`src/verilog/tic_pkg.sv`:
```
// Constants and register layout of the tamper input control block.
package tic_pkg;
  localparam int          NCH             = 5;
  localparam logic [11:0] ADDR_CTRL       = 12'h060;
  localparam logic [11:0] ADDR_ENABLE     = 12'h064;
  localparam logic [11:0] ADDR_STATUS     = 12'h068;
  localparam logic [11:0] ADDR_MASK       = 12'h06c;
  localparam logic [11:0] ADDR_STAMP      = 12'h070;
  localparam logic [11:0] ADDR_COUNTER    = 12'h074;
  localparam int          ACT_LSB         = 0;
  localparam int          POL_LSB         = 16;
  localparam int          DEB_LSB         = 24;
  localparam logic [31:0] CTRL_RESET      = 32'h0000_0000;
  localparam logic [31:0] CTRL_WMASK      = 32'h1f1f_03ff;
  localparam logic [1:0]  ACT_OFF         = 2'h0;
  localparam logic [1:0]  ACT_WAKE        = 2'h1;
  localparam logic [1:0]  ACT_CAPTURE     = 2'h2;
  localparam logic [1:0]  ACT_COMPARE     = 2'h3;
  localparam int          DEB_CYCLES      = 4;
  localparam logic [2:0]  DEB_CYCLES_W    = 3'h4;
  localparam int          LAYER_DIV       = 16;
  localparam logic [3:0]  LAYER_DIV_MAX   = 4'hf;
  localparam int          LAYER_SETTLE    = 2;
  localparam logic [3:0]  LAYER_SAMPLE_AT = 4'h7;
endpackage

```
`src/verilog/tic_channel.sv`:
```
// One tamper input channel: debounce, edge detect and layer compare.
`timescale 1ns/1ns
`default_nettype none
module tic_channel
  import tic_pkg::*;
(
  input  wire logic       pclk,
  input  wire logic       presetn,
  input  wire logic       pin_in,
  input  wire logic       layer_out,
  input  wire logic       sample_en,
  input  wire logic       deb_en,
  input  wire logic       pol_rise,
  input  wire logic [1:0] action,
  output logic            event_pulse
);
  logic [2:0] cnt_q;
  logic       stable_q;
  logic       level_q;
  logic       filt;
  logic       edge_hit;

  // A change must hold for the full count before the filtered level follows.
  always_ff @(posedge pclk or negedge presetn) begin
    if (!presetn) begin
      cnt_q    <= 3'h0;
      stable_q <= 1'b0;
    end else if (pin_in == stable_q) begin
      cnt_q <= 3'h0;
    end else if (cnt_q == DEB_CYCLES_W - 3'h1) begin
      cnt_q    <= 3'h0;
      stable_q <= pin_in;
    end else begin
      cnt_q <= cnt_q + 3'h1;
    end
  end

  assign filt = deb_en ? stable_q : pin_in;

  always_ff @(posedge pclk or negedge presetn) begin
    if (!presetn) begin
      level_q <= 1'b0;
    end else begin
      level_q <= filt;
    end
  end

  assign edge_hit = pol_rise ? (filt & ~level_q) : (~filt & level_q);

  // The returning layer is only checked mid-period so wire delay never reads as a mismatch.
  always_ff @(posedge pclk or negedge presetn) begin
    if (!presetn) begin
      event_pulse <= 1'b0;
    end else begin
      case (action)
        ACT_OFF:     event_pulse <= 1'b0;
        ACT_WAKE:    event_pulse <= edge_hit;
        ACT_CAPTURE: event_pulse <= edge_hit;
        ACT_COMPARE: event_pulse <= sample_en & (filt != layer_out);
        default:     event_pulse <= 1'b0;
      endcase
    end
  end
endmodule
`default_nettype wire

```
`src/verilog/tic_top.sv`:
```
// Tamper input control block with APB register access.
`timescale 1ns/1ns
`default_nettype none
module tic_top
  import tic_pkg::*;
(
  input  wire logic              pclk,
  input  wire logic              presetn,
  input  wire logic              psel,
  input  wire logic              penable,
  input  wire logic              pwrite,
  input  wire logic [11:0]       paddr,
  input  wire logic [31:0]       pwdata,
  output logic      [31:0]       prdata,
  output logic                   pready,
  output logic                   pslverr,
  input  wire logic              write_guard,
  input  wire logic [NCH-1:0]    tamper_input_n,
  output logic      [NCH-1:0]    layer_out_n,
  output logic                   wake_req,
  output logic                   stamp_strobe,
  output logic                   irq
);
  logic [31:0]    tamper_control_q;
  logic           enable_q;
  logic [NCH-1:0] status_q;
  logic [NCH-1:0] mask_q;
  logic [31:0]    counter_q;
  logic [31:0]    stamp_q;
  logic [3:0]     div_q;
  logic           layer_q;
  logic [NCH-1:0] ev;
  logic [NCH-1:0] wake_hit;
  logic [NCH-1:0] stamp_hit;
  logic           sample_en;
  logic           wr_en;
  logic           rd_en;
  logic           addr_ok;

  assign wr_en     = psel & penable & pwrite & ~pready;
  assign rd_en     = psel & penable & ~pwrite & ~pready;
  assign sample_en = (div_q == LAYER_SAMPLE_AT);
  assign addr_ok   = (paddr == ADDR_CTRL) | (paddr == ADDR_ENABLE) | (paddr == ADDR_STATUS)
                   | (paddr == ADDR_MASK) | (paddr == ADDR_STAMP) | (paddr == ADDR_COUNTER);

  // Free running time base that the timestamp captures.
  always_ff @(posedge pclk or negedge presetn) begin
    if (!presetn) begin
      counter_q <= 32'h0;
    end else begin
      counter_q <= counter_q + 32'h1;
    end
  end

  // Divider makes the square wave sent round the protective layer.
  always_ff @(posedge pclk or negedge presetn) begin
    if (!presetn) begin
      div_q   <= 4'h0;
      layer_q <= 1'b0;
    end else begin
      div_q <= div_q + 4'h1;
      if (div_q == LAYER_DIV_MAX) begin
        layer_q <= ~layer_q;
      end
    end
  end

  always_ff @(posedge pclk or negedge presetn) begin
    if (!presetn) begin
      layer_out_n <= '0;
    end else begin
      for (int i = 0; i < NCH; i++) begin
        layer_out_n[i] <= (tamper_control_q[ACT_LSB+2*i +: 2] == ACT_COMPARE) ? layer_q : 1'b0;
      end
    end
  end

  genvar g;
  generate
    for (g = 0; g < NCH; g++) begin : g_ch
      tic_channel u_ch (
        .pclk        (pclk),
        .presetn     (presetn),
        .pin_in      (tamper_input_n[g]),
        .layer_out   (layer_out_n[g]),
        .sample_en   (sample_en),
        .deb_en      (tamper_control_q[DEB_LSB+g]),
        .pol_rise    (tamper_control_q[POL_LSB+g]),
        .action      (enable_q ? tamper_control_q[ACT_LSB+2*g +: 2] : ACT_OFF),
        .event_pulse (ev[g])
      );
      assign wake_hit[g]  = ev[g] & (tamper_control_q[ACT_LSB+2*g +: 2] == ACT_WAKE);
      assign stamp_hit[g] = ev[g] & (tamper_control_q[ACT_LSB+2*g +: 2] != ACT_WAKE);
    end
  endgenerate

  // Control only changes while the block is disabled and the guard is open.
  always_ff @(posedge pclk or negedge presetn) begin
    if (!presetn) begin
      tamper_control_q <= CTRL_RESET;
    end else if (wr_en && paddr == ADDR_CTRL && !enable_q && !write_guard) begin
      tamper_control_q <= pwdata & CTRL_WMASK;
    end
  end

  always_ff @(posedge pclk or negedge presetn) begin
    if (!presetn) begin
      enable_q <= 1'b0;
      mask_q   <= '0;
    end else if (wr_en && !write_guard) begin
      if (paddr == ADDR_ENABLE) begin
        enable_q <= pwdata[0];
      end
      if (paddr == ADDR_MASK) begin
        mask_q <= pwdata[NCH-1:0];
      end
    end
  end

  // A new event wins over a write-one clear in the same cycle.
  always_ff @(posedge pclk or negedge presetn) begin
    if (!presetn) begin
      status_q <= '0;
    end else begin
      status_q <= (status_q & ~((wr_en && paddr == ADDR_STATUS) ? pwdata[NCH-1:0] : '0)) | ev;
    end
  end

  always_ff @(posedge pclk or negedge presetn) begin
    if (!presetn) begin
      stamp_q      <= 32'h0;
      stamp_strobe <= 1'b0;
      wake_req     <= 1'b0;
      irq          <= 1'b0;
    end else begin
      stamp_strobe <= |stamp_hit;
      wake_req     <= |wake_hit;
      irq          <= |(status_q & mask_q);
      if (|stamp_hit) begin
        stamp_q <= counter_q;
      end
    end
  end

  // Every access completes in one wait cycle; unmapped addresses give an error and read zero.
  always_ff @(posedge pclk or negedge presetn) begin
    if (!presetn) begin
      pready  <= 1'b0;
      pslverr <= 1'b0;
      prdata  <= 32'h0;
    end else begin
      pready  <= psel & penable & ~pready;
      pslverr <= psel & penable & ~pready & (~addr_ok | (pwrite & write_guard));
      prdata  <= 32'h0;
      if (rd_en) begin
        case (paddr)
          ADDR_CTRL:    prdata <= tamper_control_q;
          ADDR_ENABLE:  prdata <= {31'h0, enable_q};
          ADDR_STATUS:  prdata <= {27'h0, status_q};
          ADDR_MASK:    prdata <= {27'h0, mask_q};
          ADDR_STAMP:   prdata <= stamp_q;
          ADDR_COUNTER: prdata <= counter_q;
          default:      prdata <= 32'h0;
        endcase
      end
    end
  end
endmodule
`default_nettype wire

```
`config.mk`:
```
export PLATFORM = sky130hd
export DESIGN_NAME = tic_top
export DESIGN_NICKNAME = d
export VERILOG_FILES = /design/src/verilog/tic_pkg.sv /design/src/verilog/tic_channel.sv /design/src/verilog/tic_top.sv
export SDC_FILE = /design/constraint.sdc
export NUM_CORES = 1
export LEC_CHECK = 0
export ABC_CLOCK_PERIOD_IN_PS = 2400
export BUFFER_PORTS_ARGS = -buffer_cell sky130_fd_sc_hd__buf_4
export CAP_MARGIN = 15
export CORE_MARGIN = 2
export CORE_UTILIZATION = 58
export CTS_CLUSTER_DIAMETER = 150
export DETAILED_ROUTE_END_ITERATION = 8
export PLACE_DENSITY = 0.81
export SYNTH_ARGS = -nofsm -noshare
export SYNTH_HDL_FRONTEND = slang
export SYNTH_SLANG_ARGS = --single-unit
```
`constraint.sdc`:
```
create_clock -name pclk -period 2.4 [get_ports pclk]
set_input_delay 0 -clock pclk [delete_from_list [all_inputs] [get_ports pclk]]
set_output_delay 0 -clock pclk [all_outputs]
set_load 0.1 [all_outputs]
```
==> metrics.txt <==
# TYPE chip_impl_metric gauge
chip_impl_metric{name="detail_route.drc_violations",unit=""} 0
chip_impl_metric{name="relSlewSlack",unit=""} 0.510
chip_impl_metric{name="grt_first_pass_wirelength",unit="mm"} 28.7
chip_impl_metric{name="seq_power_share",unit=""} 0.482
chip_impl_info{name="run_status",value="finished, final reports clean"} 1
chip_impl_metric{name="cpPeakStageDelay",unit="ns"} 0.66
chip_impl_info{name="worstSetupEndpointType",value="flip-flop"} 1
chip_impl_metric{name="io_pins",unit=""} 97
chip_impl_metric{name="post_synth_instance_area",unit="mm2"} 0.00779
chip_impl_metric{name="worst-slew-pin-transition",unit="ns"} 0.729
chip_impl_metric{name="asyncSetResetFlopFracSynth",unit=""} 1.00
chip_impl_info{name="timing.critical_path.slowest_stage_cell",value="dlygate4sd3_1"} 1
chip_impl_metric{name="power.density",unit="mW/mm2"} 674
chip_impl_metric{name="die_height",unit="um"} 120
chip_impl_metric{name="cts_buffer_depth",unit=""} 2
chip_impl_metric{name="floorplan_die_area",unit="mm2"} 0.0144
chip_impl_metric{name="chipWidth",unit="um"} 120
chip_impl_metric{name="synth_seq_cells",unit=""} 172
chip_impl_info{name="crit_path_cell_trace",value="dlygate4sd3_1 -> buf_4 -> nor4_4 -> dlygate4sd3_1 -> a31oi_1 -> dlygate4sd3_1"} 1
chip_impl_metric{name="synth-edff-count",unit=""} 0
chip_impl_metric{name="synthesis.instances",unit=""} 628
chip_impl_metric{name="share_clk_of_total_power",unit=""} 0.437
chip_impl_metric{name="post-route-util",unit=""} 0.721
chip_impl_metric{name="areaGrowthSynthToFinish",unit="%"} 22.0
chip_impl_metric{name="report.final.hold_viol_count",unit=""} 0
chip_impl_metric{name="number_of_setup_buffers_added_after_cts",unit=""} 0
chip_impl_metric{name="worst_clk_skew",unit="ns"} 0.00703
chip_impl_info{name="worstHoldPathType",value="input port to flip-flop"} 1
chip_impl_info{name="timing.critical_path.max_delay_family",value="buffers and inverters"} 1
chip_impl_metric{name="cp_data_required_time",unit="ns"} 2.72
chip_impl_metric{name="detail_route.wl_per_cell",unit="um"} 18.2
chip_impl_metric{name="max-cap-violations",unit=""} 0
chip_impl_metric{name="ys_types",unit=""} 47
chip_impl_metric{name="nNetsFinal",unit=""} 819
chip_impl_metric{name="synthesis.yosys.warnings",unit=""} 0
chip_impl_metric{name="routed_wl",unit="mm"} 17.1
chip_impl_info{name="worstSetupStartpointType",value="input port"} 1
chip_impl_metric{name="clk_latency",unit="ns"} 0.43
chip_impl_metric{name="placed_area",unit="mm2"} 0.00857
chip_impl_metric{name="p_sw",unit="mW"} 1.49
chip_impl_metric{name="report.final.slew_viol_count",unit=""} 0
chip_impl_info{name="tritoncts",value="built"} 1
chip_impl_metric{name="post-route-min-period",unit="ns"} 2.11
chip_impl_metric{name="syn_nets",unit=""} 700
chip_impl_metric{name="cp_buf_inv_count",unit=""} 4
chip_impl_metric{name="layout_worst_path_cycle_share",unit=""} 0.881
chip_impl_metric{name="via_per_inst",unit=""} 5.67
chip_impl_metric{name="clock_sink_count",unit=""} 172
chip_impl_metric{name="critical_path_maximum_fanout",unit=""} 6
chip_impl_metric{name="firstDrtPassIters",unit=""} 7
chip_impl_metric{name="cp.arrival",unit="ns"} 2.43
chip_impl_metric{name="antenna-diode-count",unit=""} 0
chip_impl_metric{name="gpl.final_weighted_congestion",unit=""} 0.916
chip_impl_metric{name="first_global_vias",unit=""} 5782
chip_impl_metric{name="drive_above_1_share",unit=""} 0.259
chip_impl_metric{name="fmaxAchievable",unit="MHz"} 473
chip_impl_metric{name="global_route.overflow_total",unit=""} 0
chip_impl_metric{name="switching_share",unit=""} 0.232
chip_impl_info{name="most_common_cell_after_layout_fill_and_taps_aside",value="dfrtp_1"} 1
chip_impl_metric{name="ir_drop",unit="V"} 0.000514
chip_impl_metric{name="port_buffers",unit=""} 84
chip_impl_metric{name="cts_buffers",unit=""} 17
chip_impl_metric{name="synth_sequential_area_ratio",unit=""} 0.552
chip_impl_metric{name="floorplan.initialDensity",unit=""} 0.591
chip_impl_info{name="synthFlopType",value="dfrtp_1"} 1
chip_impl_metric{name="route.antenna.remaining_nets",unit=""} 0
chip_impl_metric{name="grt_start_max_net_pins",unit=""} 78
chip_impl_metric{name="leakagePower",unit="nW"} 4.66
chip_impl_metric{name="first_iter_violations",unit=""} 429
chip_impl_metric{name="globalRouteTotalUtil",unit=""} 0.257
chip_impl_metric{name="timing.hold.ws",unit="ns"} 0.0232
chip_impl_metric{name="grt_antenna_before_repair",unit=""} 0
chip_impl_metric{name="pwr-share-comb",unit=""} 0.081
chip_impl_metric{name="detailed_placement_wirelength_estimate",unit="mm"} 11.1
chip_impl_metric{name="num_vias",unit=""} 5309
chip_impl_info{name="clk_root_buffer_cell",value="clkbuf_16"} 1
chip_impl_metric{name="syn_area_per_cell",unit="um2"} 12.4
chip_impl_metric{name="cts.reportedPaths.clkPinSlew",unit="ns"} 0.07
chip_impl_metric{name="finalSetupViolCount",unit=""} 0
chip_impl_info{name="most_used_cells_in_the_layout_excluding_fill_and_tap_cells",value="dfrtp_1 (172), buf_4 (92), nor2_1 (52)"} 1
chip_impl_info{name="critical_path.most_common_cell",value="dlygate4sd3_1"} 1
chip_impl_metric{name="fin_area",unit="mm2"} 0.00951
chip_impl_metric{name="std_cell_rows",unit=""} 42
chip_impl_metric{name="setup_tns",unit="ns"} 0
chip_impl_metric{name="power.internal",unit="mW"} 4.92
chip_impl_info{name="path_class",value="input port to flip-flop"} 1
chip_impl_info{name="rsz_0062_raised_after_global_routing",value="false"} 1
chip_impl_metric{name="core_area",unit="mm2"} 0.0132
chip_impl_metric{name="cts.htree.levels",unit=""} 4
power groups by stage:
| stage | combinational (mW) | clock [mW] | sequential [mW] |
|---|---|---|---|
| detailed placement | 0.480 | 0 | 3.14 |
| finish | 0.516 | 2.80 | 3.09 |
| CTS | 0.525 | 2.83 | 3.09 |
| global placement | 0.442 | 0 | 3.13 |
| global route | 0.578 | 2.94 | 3.10 |
| floorplan | 0.277 | 0 | 3.14 |
registers in the layout, indices dropped and copies added (netlist names), 4 cells and up:
signal,count
g_ch.u_ch.level_q,5
stamp_q,32
layer_out_n,5
mask_q,5
g_ch.u_ch.event_pulse,5
counter_q,32
div_q,4
status_q,5
prdata,32
tamper_control_q,20
g_ch.u_ch.stable_q,5
g_ch.u_ch.cnt_q,15
worst reg2reg max path, delay by kind of cell, from the launching register on:
family / cells / cell delay, ns
flops: 1 / 0.44
fa+ha+maj: 1 / 0.23
simple gates: 3 / 1.16
xor+xnor: 1 / 0.21
cells in the mapped netlist, types with 2 or more instances:
library cell  number  share of area
dfrtp_1          172           0.55
nor2_1            52          0.025
mux2_2            36          0.052
mux2i_1           36          0.046
mux2_4            29          0.056
xnor2_1           29          0.033
nand2_1           23          0.011
a21oi_1           22          0.014
inv_1             21          0.010
nand3_1           20          0.013
nand4_1           19          0.015
ha_1              17          0.027
xor2_1            14          0.016
and3_1            12         0.0096
nor3b_1           12          0.012
nor3_1            10         0.0064
buf_4              9         0.0087
and2_1             8         0.0064
clkbuf_1           7         0.0034
and4_1             6         0.0067
buf_2              6         0.0039
nand2b_1           6         0.0048
nor2b_1            6         0.0048
a21o_1             5         0.0048
mux2_1             5         0.0072
nand3b_1           5         0.0048
o21ai_0            5         0.0032
nor4_1             4         0.0032
o2bb2ai_1          4         0.0045
and3b_1            3         0.0034
buf_1              3         0.0014
buf_6              3         0.0043
a222oi_1           2         0.0026
a32oi_1            2         0.0022
nand3_2            2         0.0026
nand4b_1           2         0.0022
kinds of logic after synthesis:
| family | count (synthesis) | synth area share |
|---|---|---|
| adders and majority gates | 17 | 0.0273 |
| muxes | 107 | 0.164 |
| buffers and inverters | 49 | 0.0318 |
| AOI/OAI and AO/OA | 44 | 0.0356 |
| xor gates and xnor gates | 43 | 0.0483 |
| DFF | 172 | 0.552 |
| and+or+nand+nor | 196 | 0.140 |
routing by layer:
metal | vias to the layer above | GRT usage | wire, um
met4 | 0 | 0.102 | 420
met5 | - | 0 | 0
met3 | 35 | 0.0499 | 672
li1 | 2435 | - | -
met2 | 150 | 0.434 | 8700
met1 | 2689 | 0.328 | 7280
per-stage QoR:
| step | setup WS, ns | instances | power (mW) |
|---|---|---|---|
| 3_5_place_dp | 0.422 | 870 | 3.62 |
| 4_1_cts | 0.329 | 936 | 6.44 |
| 2_1_floorplan | 0.0466 | 628 | 3.41 |
| 3_3_place_gp | 0.487 | 870 | 3.57 |
| 5_1_grt | 0.172 | 936 | 6.62 |
| 6_report | 0.286 | 936 | 6.40 |
area by class of cell:
class	count	area [um2]
timing repair buffer	128	1060
sequential	172	4300
fill	887	3680
clock buffer	18	429
clock inverter	14	170
tap	176	220
inverter	21	78.8
multi-input combinational	407	3240
timing repair:
action                                 CTS  global route
gates resized for setup                  0             0
endpoints found under the hold margin  137             0
hold buffers                            34             0
worst paths after layout:
path	from	slack (ns)	cells after the start	end
setup / recovery	paddr[1]	0.29	6	pslverr
min in group asynchronous	presetn	0.16	2	pready
max in group asynchronous	presetn	1.40	3	prdata[11]
hold / removal	paddr[10]	0.02	5	prdata[1]
hold reg to reg	g_ch[3].u_ch.cnt_q[0]	0.44	1	g_ch[3].u_ch.cnt_q[0]
setup reg to reg	counter_q[0]	0.29	5	counter_q[24]
Power figures use the tool's default switching activity.
